<file path="config.mk">
export PLATFORM = sky130hd
export DESIGN_NAME = lrp_limit_result_port
export DESIGN_NICKNAME = d
export VERILOG_FILES = /design/src/rtl/lrp_pkg.sv /design/src/rtl/lrp_limit_result_port.sv
export SDC_FILE = /design/constraint.sdc
export NUM_CORES = 1
export LEC_CHECK = 0
export BUFFER_PORTS_ARGS = -buffer_cell sky130_fd_sc_hd__buf_4
export CORE_UTILIZATION = 25
export DETAILED_ROUTE_END_ITERATION = 10
export PLACE_DENSITY_LB_ADDON = 0.1
export SYNTH_ARGS = -nofsm -noshare
export SYNTH_HDL_FRONTEND = slang
export SYNTH_SLANG_ARGS = --single-unit
</file>
<file path="constraint.sdc">
create_clock -name clk -period 8.8 [get_ports clk]
set_input_delay 1.76 -clock clk [delete_from_list [all_inputs] [get_ports clk]]
set_output_delay 1.76 -clock clk [all_outputs]
set_load 0.01 [all_outputs]
</file>
<file path="src/rtl/lrp_pkg.sv">
// constants, types and decode function for the limit result output port
package lrp_pkg;

  // ****************************************************************
  // timing
  // ****************************************************************
  localparam int CLK_KHZ = 250000;
  localparam int DLY_OPEN_MS = 2;
  localparam int DLY_CLOSED_MS = 10;
  localparam int PULSE_TICK_MS = 1;
  localparam int TEMP_FACTOR = 10;
  localparam int DLY_OPEN_CYC = DLY_OPEN_MS * CLK_KHZ;
  localparam int DLY_CLOSED_CYC = DLY_CLOSED_MS * CLK_KHZ;
  localparam int CYC_PER_MS = PULSE_TICK_MS * CLK_KHZ;

  // ****************************************************************
  // pulse time, in milliseconds
  // ****************************************************************
  localparam int PULSE_W = 27;
  localparam logic [26:0] PULSE_MS_MIN = 27'h0000001;
  localparam logic [26:0] PULSE_MS_MAX = 27'h5F5E0FF;
  localparam logic [26:0] PULSE_MS_RST = 27'h0000002;

  // ****************************************************************
  // register map, byte offsets
  // ****************************************************************
  localparam int ADDR_W = 5;
  localparam logic [4:0] OFF_CTRL = 5'h00;
  localparam logic [4:0] OFF_PULSE = 5'h04;
  localparam logic [4:0] OFF_STATUS = 5'h08;
  localparam logic [4:0] OFF_IRQ_STAT = 5'h0C;
  localparam logic [4:0] OFF_IRQ_MASK = 5'h10;

  localparam int CTRL_W = 4;
  localparam logic [3:0] CTRL_RST = 4'h0;
  localparam int LINES = 5;
  localparam int ST_LATCH_BIT = 5;
  localparam int ST_PEND_BIT = 6;
  localparam int IRQ_W = 3;
  localparam int IRQ_FAIL_BIT = 0;
  localparam int IRQ_LATCH_BIT = 1;
  localparam int IRQ_PEND_BIT = 2;
  localparam logic [2:0] IRQ_RST = 3'h0;

  // ****************************************************************
  // types
  // ****************************************************************
  typedef struct packed {
    logic overflow;
    logic channel_closed;
    logic temperature;
    logic second_high_boundary;
    logic second_low_boundary;
    logic first_high_boundary;
    logic first_low_boundary;
  } lrp_reading_t;

  typedef struct packed {
    logic master_result_latch;
    logic active_level_select;
    logic pulse_mode;
    logic result_output_enable;
  } lrp_cfg_t;

  typedef enum logic [0:0] {
    ST_IDLE = 1'b0,
    ST_DELAY = 1'b1
  } lrp_state_t;

  // boundary hits, bit 0 = line one; overflow reads as positive
  function automatic logic [3:0] boundary_hits(input lrp_reading_t r);
    logic [3:0] h;
    h = {r.second_high_boundary, r.second_low_boundary,
         r.first_high_boundary, r.first_low_boundary};
    if (r.overflow) begin
      h = 4'hA;
    end
    return h;
  endfunction

endpackage

</file>
<file path="src/rtl/lrp_limit_result_port.sv">
// limit result output port with avalon register slave
//
// Our own choices: the placing of the registers and the Avalon-MM register port.
`timescale 1ns/100ps
`default_nettype none

// Behaviour
// - trigger input passes only while enable high
// - five lines: lo1, hi1, lo2, hi2, master
// - line asserts on boundary hit, releases inside
// - master line is OR of four boundaries
// - activate 10 ms closed, 2 ms open; ten times longer for temperature readings
// - selected active level applies to every line
// - pulse mode: one pulse per failing reading
// - pulse time programmable 1 ms to 99999.999 s
// - in-limit reading ends a running pulse
// - pulse timing independent of reading rate
// - latched master released past control source
// - unlatched master releases when all inside
// - scanning: latch held until next scan
// - enable, pulse, level, latch settings exist
// - one output configuration for whole scan
// - overflow counts as high, never low
module lrp_limit_result_port
  import lrp_pkg::*;
#(
  parameter int DLY_OPEN_P = DLY_OPEN_CYC,
  parameter int DLY_CLOSED_P = DLY_CLOSED_CYC,
  parameter int CYC_PER_MS_P = CYC_PER_MS
) (
  input wire logic clk,
  input wire logic resetn,
  input wire logic [4:0] avs_address,
  input wire logic avs_read,
  input wire logic avs_write,
  input wire logic [31:0] avs_writedata,
  output logic [31:0] avs_readdata,
  output logic avs_waitrequest,
  output logic irq,
  input wire logic output_trigger_link,
  input wire lrp_reading_t reading,
  input wire logic control_source_pass,
  input wire logic scan_active,
  input wire logic scan_start,
  input wire logic ext_trigger_in,
  input wire logic trigger_enable_pin,
  output logic ext_trigger_out,
  output logic [4:0] result_line_out,
  output logic [4:0] result_line_oe
);

  // ****************************************************************
  // reset release
  // ****************************************************************
  logic rst_meta_reg;
  logic rst_n;
  always_ff @(posedge clk or negedge resetn) begin
    if (!resetn) begin
      rst_meta_reg <= 1'b0;
      rst_n <= 1'b0;
    end else begin
      rst_meta_reg <= 1'b1;
      rst_n <= rst_meta_reg;
    end
  end

  // ****************************************************************
  // declarations
  // ****************************************************************
  logic [3:0] ctrl_reg;
  logic [3:0] cfg_scan_reg;
  logic [26:0] pulse_ms_reg;
  logic [2:0] irq_stat_reg;
  logic [2:0] irq_mask_reg;
  logic ack_reg;
  lrp_cfg_t cfg;
  lrp_state_t state_reg;
  logic [31:0] dly_cnt_reg;
  logic [3:0] pend_reg;
  logic [3:0] bnd_reg;
  logic latch_reg;
  logic pulse_run_reg;
  logic [31:0] pre_cnt_reg;
  logic [26:0] ms_cnt_reg;
  logic [26:0] pulse_len_reg;
  logic [3:0] hits;
  logic [31:0] dly_load;
  logic apply;
  logic ms_tick;
  logic pulse_done;
  logic latch_clear;
  logic master_on;
  logic [4:0] asserted;
  logic wr_en;
  logic [2:0] events;
  logic [26:0] pulse_wr;

  assign cfg = lrp_cfg_t'(scan_active ? cfg_scan_reg : ctrl_reg);
  assign hits = boundary_hits(reading);
  assign apply = (state_reg == ST_DELAY) && (dly_cnt_reg == 32'h1);
  assign ms_tick = pulse_run_reg && (pre_cnt_reg == 32'(CYC_PER_MS_P - 1));
  assign pulse_done = ms_tick && ((ms_cnt_reg + 27'h1) >= pulse_len_reg);
  assign latch_clear = scan_active ? scan_start : control_source_pass;

  // ****************************************************************
  // avalon slave, one wait state per access
  // ****************************************************************
  assign avs_waitrequest = (avs_read || avs_write) && !ack_reg;
  assign wr_en = avs_write && ack_reg;
  assign pulse_wr = avs_writedata[26:0];

  always_ff @(posedge clk or negedge rst_n) begin
    if (!rst_n) begin
      ack_reg <= 1'b0;
    end else begin
      ack_reg <= (avs_read || avs_write) && !ack_reg;
    end
  end

  always_ff @(posedge clk or negedge rst_n) begin
    if (!rst_n) begin
      avs_readdata <= 32'h00000000;
    end else if (avs_read && !ack_reg) begin
      case (avs_address)
        OFF_CTRL: avs_readdata <= {28'h0000000, ctrl_reg};
        OFF_PULSE: avs_readdata <= {5'h00, pulse_ms_reg};
        OFF_STATUS: avs_readdata <= {25'h0000000, (state_reg == ST_DELAY),
                                     latch_reg, asserted};
        OFF_IRQ_STAT: avs_readdata <= {29'h00000000, irq_stat_reg};
        OFF_IRQ_MASK: avs_readdata <= {29'h00000000, irq_mask_reg};
        default: avs_readdata <= 32'h00000000;
      endcase
    end
  end

  always_ff @(posedge clk or negedge rst_n) begin
    if (!rst_n) begin
      ctrl_reg <= CTRL_RST;
      irq_mask_reg <= IRQ_RST;
      pulse_ms_reg <= PULSE_MS_RST;
    end else if (wr_en) begin
      if (avs_address == OFF_CTRL) begin
        ctrl_reg <= avs_writedata[3:0];
      end
      if (avs_address == OFF_IRQ_MASK) begin
        irq_mask_reg <= avs_writedata[2:0];
      end
      if (avs_address == OFF_PULSE) begin
        if (avs_writedata[31:27] != 5'h00 || pulse_wr > PULSE_MS_MAX) begin
          pulse_ms_reg <= PULSE_MS_MAX;
        end else if (pulse_wr < PULSE_MS_MIN) begin
          pulse_ms_reg <= PULSE_MS_MIN;
        end else begin
          pulse_ms_reg <= pulse_wr;
        end
      end
    end
  end

  // settings frozen for the duration of a scan
  always_ff @(posedge clk or negedge rst_n) begin
    if (!rst_n) begin
      cfg_scan_reg <= CTRL_RST;
    end else if (scan_start || !scan_active) begin
      cfg_scan_reg <= ctrl_reg;
    end
  end

  // ****************************************************************
  // interrupts
  // ****************************************************************
  assign events[IRQ_FAIL_BIT] = output_trigger_link && (hits != 4'h0);
  assign events[IRQ_LATCH_BIT] = apply && cfg.master_result_latch &&
                                 (pend_reg != 4'h0) && !latch_reg;
  assign events[IRQ_PEND_BIT] = pulse_done;

  always_ff @(posedge clk or negedge rst_n) begin
    if (!rst_n) begin
      irq_stat_reg <= IRQ_RST;
    end else if (wr_en && avs_address == OFF_IRQ_STAT) begin
      irq_stat_reg <= (irq_stat_reg & ~avs_writedata[2:0]) | events;
    end else begin
      irq_stat_reg <= irq_stat_reg | events;
    end
  end

  always_ff @(posedge clk or negedge rst_n) begin
    if (!rst_n) begin
      irq <= 1'b0;
    end else begin
      irq <= |(irq_stat_reg & irq_mask_reg);
    end
  end

  // ****************************************************************
  // activation delay after the output trigger
  // ****************************************************************
  always_comb begin
    dly_load = reading.channel_closed ? 32'(DLY_CLOSED_P) : 32'(DLY_OPEN_P);
    if (reading.temperature) begin
      dly_load = 32'(dly_load * TEMP_FACTOR);
    end
  end

  always_ff @(posedge clk or negedge rst_n) begin
    if (!rst_n) begin
      state_reg <= ST_IDLE;
      dly_cnt_reg <= 32'h00000000;
      pend_reg <= 4'h0;
    end else if (output_trigger_link) begin
      pend_reg <= hits;
      dly_cnt_reg <= dly_load;
      state_reg <= (hits != 4'h0) ? ST_DELAY : ST_IDLE;
    end else begin
      case (state_reg)
        ST_IDLE: begin
          dly_cnt_reg <= 32'h00000000;
        end
        ST_DELAY: begin
          dly_cnt_reg <= dly_cnt_reg - 32'h1;
          if (dly_cnt_reg == 32'h1) begin
            state_reg <= ST_IDLE;
          end
        end
        default: begin
          state_reg <= ST_IDLE;
        end
      endcase
    end
  end

  // ****************************************************************
  // boundary lines
  // ****************************************************************
  always_ff @(posedge clk or negedge rst_n) begin
    if (!rst_n) begin
      bnd_reg <= 4'h0;
    end else if (output_trigger_link) begin
      bnd_reg <= bnd_reg & hits;
    end else if (apply) begin
      bnd_reg <= bnd_reg | pend_reg;
    end else if (pulse_done && cfg.pulse_mode) begin
      bnd_reg <= 4'h0;
    end
  end

  // ****************************************************************
  // pulse timer, free of the measurement path
  // ****************************************************************
  always_ff @(posedge clk or negedge rst_n) begin
    if (!rst_n) begin
      pulse_run_reg <= 1'b0;
      pre_cnt_reg <= 32'h00000000;
      ms_cnt_reg <= 27'h0000000;
      pulse_len_reg <= PULSE_MS_RST;
    end else if (apply) begin
      pulse_run_reg <= cfg.pulse_mode;
      pre_cnt_reg <= 32'h00000000;
      ms_cnt_reg <= 27'h0000000;
      pulse_len_reg <= pulse_ms_reg;
    end else if (pulse_done) begin
      pulse_run_reg <= 1'b0;
    end else if (pulse_run_reg) begin
      if (ms_tick) begin
        pre_cnt_reg <= 32'h00000000;
        ms_cnt_reg <= ms_cnt_reg + 27'h1;
      end else begin
        pre_cnt_reg <= pre_cnt_reg + 32'h1;
      end
    end
  end

  // ****************************************************************
  // master line and latch
  // ****************************************************************
  always_ff @(posedge clk or negedge rst_n) begin
    if (!rst_n) begin
      latch_reg <= 1'b0;
    end else if (apply && cfg.master_result_latch && pend_reg != 4'h0) begin
      latch_reg <= 1'b1;
    end else if (latch_clear || !cfg.master_result_latch) begin
      latch_reg <= 1'b0;
    end
  end

  assign master_on = (|bnd_reg) || latch_reg;
  assign asserted = cfg.result_output_enable ?
                    {master_on, bnd_reg} : 5'h00;

  // ****************************************************************
  // pins: open collector, pulled up outside
  // ****************************************************************
  always_ff @(posedge clk or negedge rst_n) begin
    if (!rst_n) begin
      result_line_oe <= 5'h1F;
      ext_trigger_out <= 1'b0;
    end else begin
      result_line_oe <= ~(asserted ^ {LINES{cfg.active_level_select}});
      ext_trigger_out <= ext_trigger_in && trigger_enable_pin;
    end
  end
  assign result_line_out = 5'h00;
endmodule // lrp_limit_result_port

`default_nettype wire

</file>
==> impl_metrics.csv <==
group,metric,value,unit
outcome,status,"completed",
layout,syn2layout_area_growth,19.0,%
synthesis,synthTopCellsByArea,"dfrtp_1, nand2_1, xnor2_1",
layout,fin_area,12900,um^2
routing,routedWlPerCell,16.8,um
power,worst_ir_drop_vdd,0.000142,V
layout,drive_gt1_share,14.3,%
timing,fin_tns_setup,0,ns
critical_path,cp_num_cells,13,
die,die_w,211,um
synthesis,ys_ff_latch,207,
global_routing,grt_overflow,0,
synthesis,ys_seq_area_share,47.7,%
power,p_sw_share,25.8,%
critical_path,crit_path_top_delay_cell,"a221oi_1",
cts,clock-root-buffer,"clkbuf_16",
synthesis,ys_types,65,
die,rows,76,
cts,cts_hold_buf,0,
routing,viasPerCell,4.62,
cts,cts_buffers,26,
min_path,hold_path.class,"reg2reg",
global_routing,antenna_found_initial,0,
synthesis,netlist_area,10900,um^2
placed_design,place.gp.congestion,0.770,
critical_path,cp-start-kind,"flip-flop",
routing,via_count,8514,
critical_path,cp.arrival,5.56,ns
critical_path,cp_max_fo,19,
power,comb_power_share,8.5,%
power,powerDensity,178,nW/um^2
cts,clkLatencyLatePin,0.55,ns
cts,cts_resized,0,
timing,slew_viol_final,0,
cts,htreeDepth,1,
synthesis,synth_top_area_share,46.0,%
layout,n_fill_cell,4611,
die,dieArea,44300,um^2
cts,path_clk_slew,0.06,ns
global_routing,grt_pass1_wl,50400,um
synthesis,ys_warn_count,0,
timing,grt_setup_unrepaired,"false",
die,die_h,211,um
timing,period_minus_slack,5.10,ns
synthesis,async_flop_share,100,%
critical_path,worstSetupPathType,"reg2reg",
critical_path,path_cells,"nand3_2 -> or4_4 -> or4_1 -> nor2_1 -> xor2_1 -> ha_1 -> a21oi_1 -> o21ai_0 -> a221oi_1 -> nand3b_4 -> a21o_1 -> or4_1 -> a21oi_1",
timing,fin_skew,0.0137,ns
routing,top_layer_used,"met4",
timing,slew_headroom,22.1,%
synthesis,synth_edf_count,0,
critical_path,cpPeakStageDelay,0.84,ns
routing,met3_wirelength,986,um
power,clock_power_share,44.1,%
die,start_util,25.3,%
synthesis,synthCells,1160,
critical_path,worstReg2RegStart,"ms_cnt_reg[5]$_DFFE_PN0P_",
routing,drt-met1-wl,14900,um
layout,final_cell_mix,"dfrtp_1, nand2_1, buf_4, o21ai_0, nor2_1",
synthesis,ys.flop_type,"dfrtp_1",
power,power_switching,595,uW
critical_path,cp_top_family,"simple AND/OR/NAND/NOR gates",
routing,routed_wl,30900,um
cts,cts.path.max_buffers,3,
placed_design,dpl_cell_area,12100,um^2
critical_path,crit_path_start,"ms_cnt_reg[5]$_DFFE_PN0P_",
timing,finalHoldViolCount,0,
routing,drt_iter0_drc,550,
power,p_leak,5.63,nW
routing,ant_nets,0,
routing,wl_met2,14500,um
cts,cts.sinks,207,
die,ioPinCount,99,
power,p_int,1.71,mW
min_path,worstHoldStart,"rst_meta_reg$_DFF_PN0_",
timing,post-route-period-util,58.0,%
global_routing,grt_max_degree,145,
synthesis,synth.avg_cell_area,9.38,um^2
die,fp.coreArea,43000,um^2
layout,nets,1327,
power,p_seq_share,47.4,%
timing,max_freq,196,MHz
routing,firstDrtPassIters,5,
global_routing,grt_pass1_vias,8818,
timing,worstMarginPinSlew,1.16,ns
synthesis,yosysTopAreaCell,"dfrtp_1",
critical_path,worst-endpoint-required,9.26,ns
critical_path,worst_r2r_path_depth,13,
placed_design,dp_hpwl,21700,um
cts,cts_tree,"built",
placed_design,portBuffers,88,
min_path,whs_path_depth,0,
routing,drcViolationCount,0,
cts,post-cts-setup-buffers,0,
timing,setup_violations,0,
critical_path,end_kind,"flip-flop",
critical_path,worst-path-buf-inv,0,
job,cap_violations,0,
layout,final_common_cell,"dfrtp_1",
global_routing,grt_use_total,14.2,%
[final cells by class]
class	instances	area (um^2)	share of cell area [%]
antenna	1	2.50	0.0193
clock buffer	42	782	6.04
clock inverter	5	25.0	0.193
inverter	59	221	1.71
multi-input combinational	844	5240	40.5
sequential	207	5190	40.1
tap	585	732	5.66
timing repair buffer	98	748	5.78
[final timing paths]
kind	end	slack, ns
min in group asynchronous	pre_cnt_reg[11]$_DFFE_PN0P_	0.45
setup reg to reg	ms_cnt_reg[24]$_DFFE_PN0P_	3.70
hold reg to reg	rst_n$_DFF_PN0_	0.35
hold / removal	rst_n$_DFF_PN0_	0.35
max in group asynchronous	avs_readdata[9]$_DFFE_PN0P_	6.98
setup / recovery	ms_cnt_reg[24]$_DFFE_PN0P_	3.70
[worst reg2reg max path: stages (launching register included)]
cell      delay (ns)
dfrtp_1         0.44
nand3_2         0.14
or4_4           0.60
or4_1           0.67
nor2_1          0.22
xor2_1          0.18
ha_1            0.28
a21oi_1         0.12
o21ai_0         0.12
a221oi_1        0.84
nand3b_4        0.39
a21o_1          0.42
or4_1           0.45
a21oi_1         0.15
[power by group through the flow]
stage          Clock (mW)  Sequential [mW]  Combinational (mW)
2_1_floorplan           0             1.09               0.121
3_3_place_gp            0             1.11               0.199
3_5_place_dp            0             1.11               0.199
4_1_cts              1.06             1.10               0.200
5_1_grt              1.10             1.10               0.221
6_report             1.02             1.09               0.196
[cells by family (layout without fill, tap and decap cells)]
group,Yosys count,in the layout,synth area share [%]
buffers and inverters,118,204,4.61
flip-flops,207,207,47.7
multiplexers,37,37,3.58
adder cells (fa/ha/maj),37,37,4.26
AO/OA/AOI/OAI,244,244,14.1
AND/OR/NAND/NOR,436,436,19.3
XOR/XNOR,79,79,6.36
other,2,12,0.0690
[cells in the mapped netlist, types with 8 or more instances]
cell type / number
xor2_1: 24
clkbuf_1: 41
or2_2: 9
nor4_1: 17
mux2_2: 15
a21oi_1: 52
and3_1: 13
dfrtp_1: 200
nor3_1: 27
nor2_1: 89
o22a_1: 19
o21ai_0: 92
nand2_1: 169
nand4_1: 26
nand3_1: 29
inv_1: 59
or4_1: 15
a211oi_1: 17
o31ai_1: 10
xnor2_1: 55
buf_4: 11
or3_1: 8
mux2i_1: 22
ha_1: 37
[through the flow]
| step | util [%] | setup WS (ns) | total power [mW] | hold WS, ns | cells |
|---|---|---|---|---|---|
| after floorplan | - | 2.62 | 1.21 | 0.331 | 1169 |
| after global placement | 28.2 | 3.75 | 1.31 | 0.340 | 1793 |
| after detailed placement | 28.2 | 3.71 | 1.31 | 0.340 | 1793 |
| after CTS | 30.1 | 3.70 | 2.36 | 0.356 | 1840 |
| after global routing | 30.1 | 3.37 | 2.43 | 0.366 | 1840 |
| final | 30.1 | 3.70 | 2.31 | 0.354 | 1841 |
[metal layers]
| metal | vias to the layer above | track usage, % |
|---|---|---|
| li1 | 4224 | - |
| met1 | 4148 | 19.5 |
| met2 | 112 | 23.4 |
| met3 | 30 | 2.25 |
| met4 | 0 | 3.25 |
| met5 | - | 0.445 |
(Power assumes the default switching activity.)
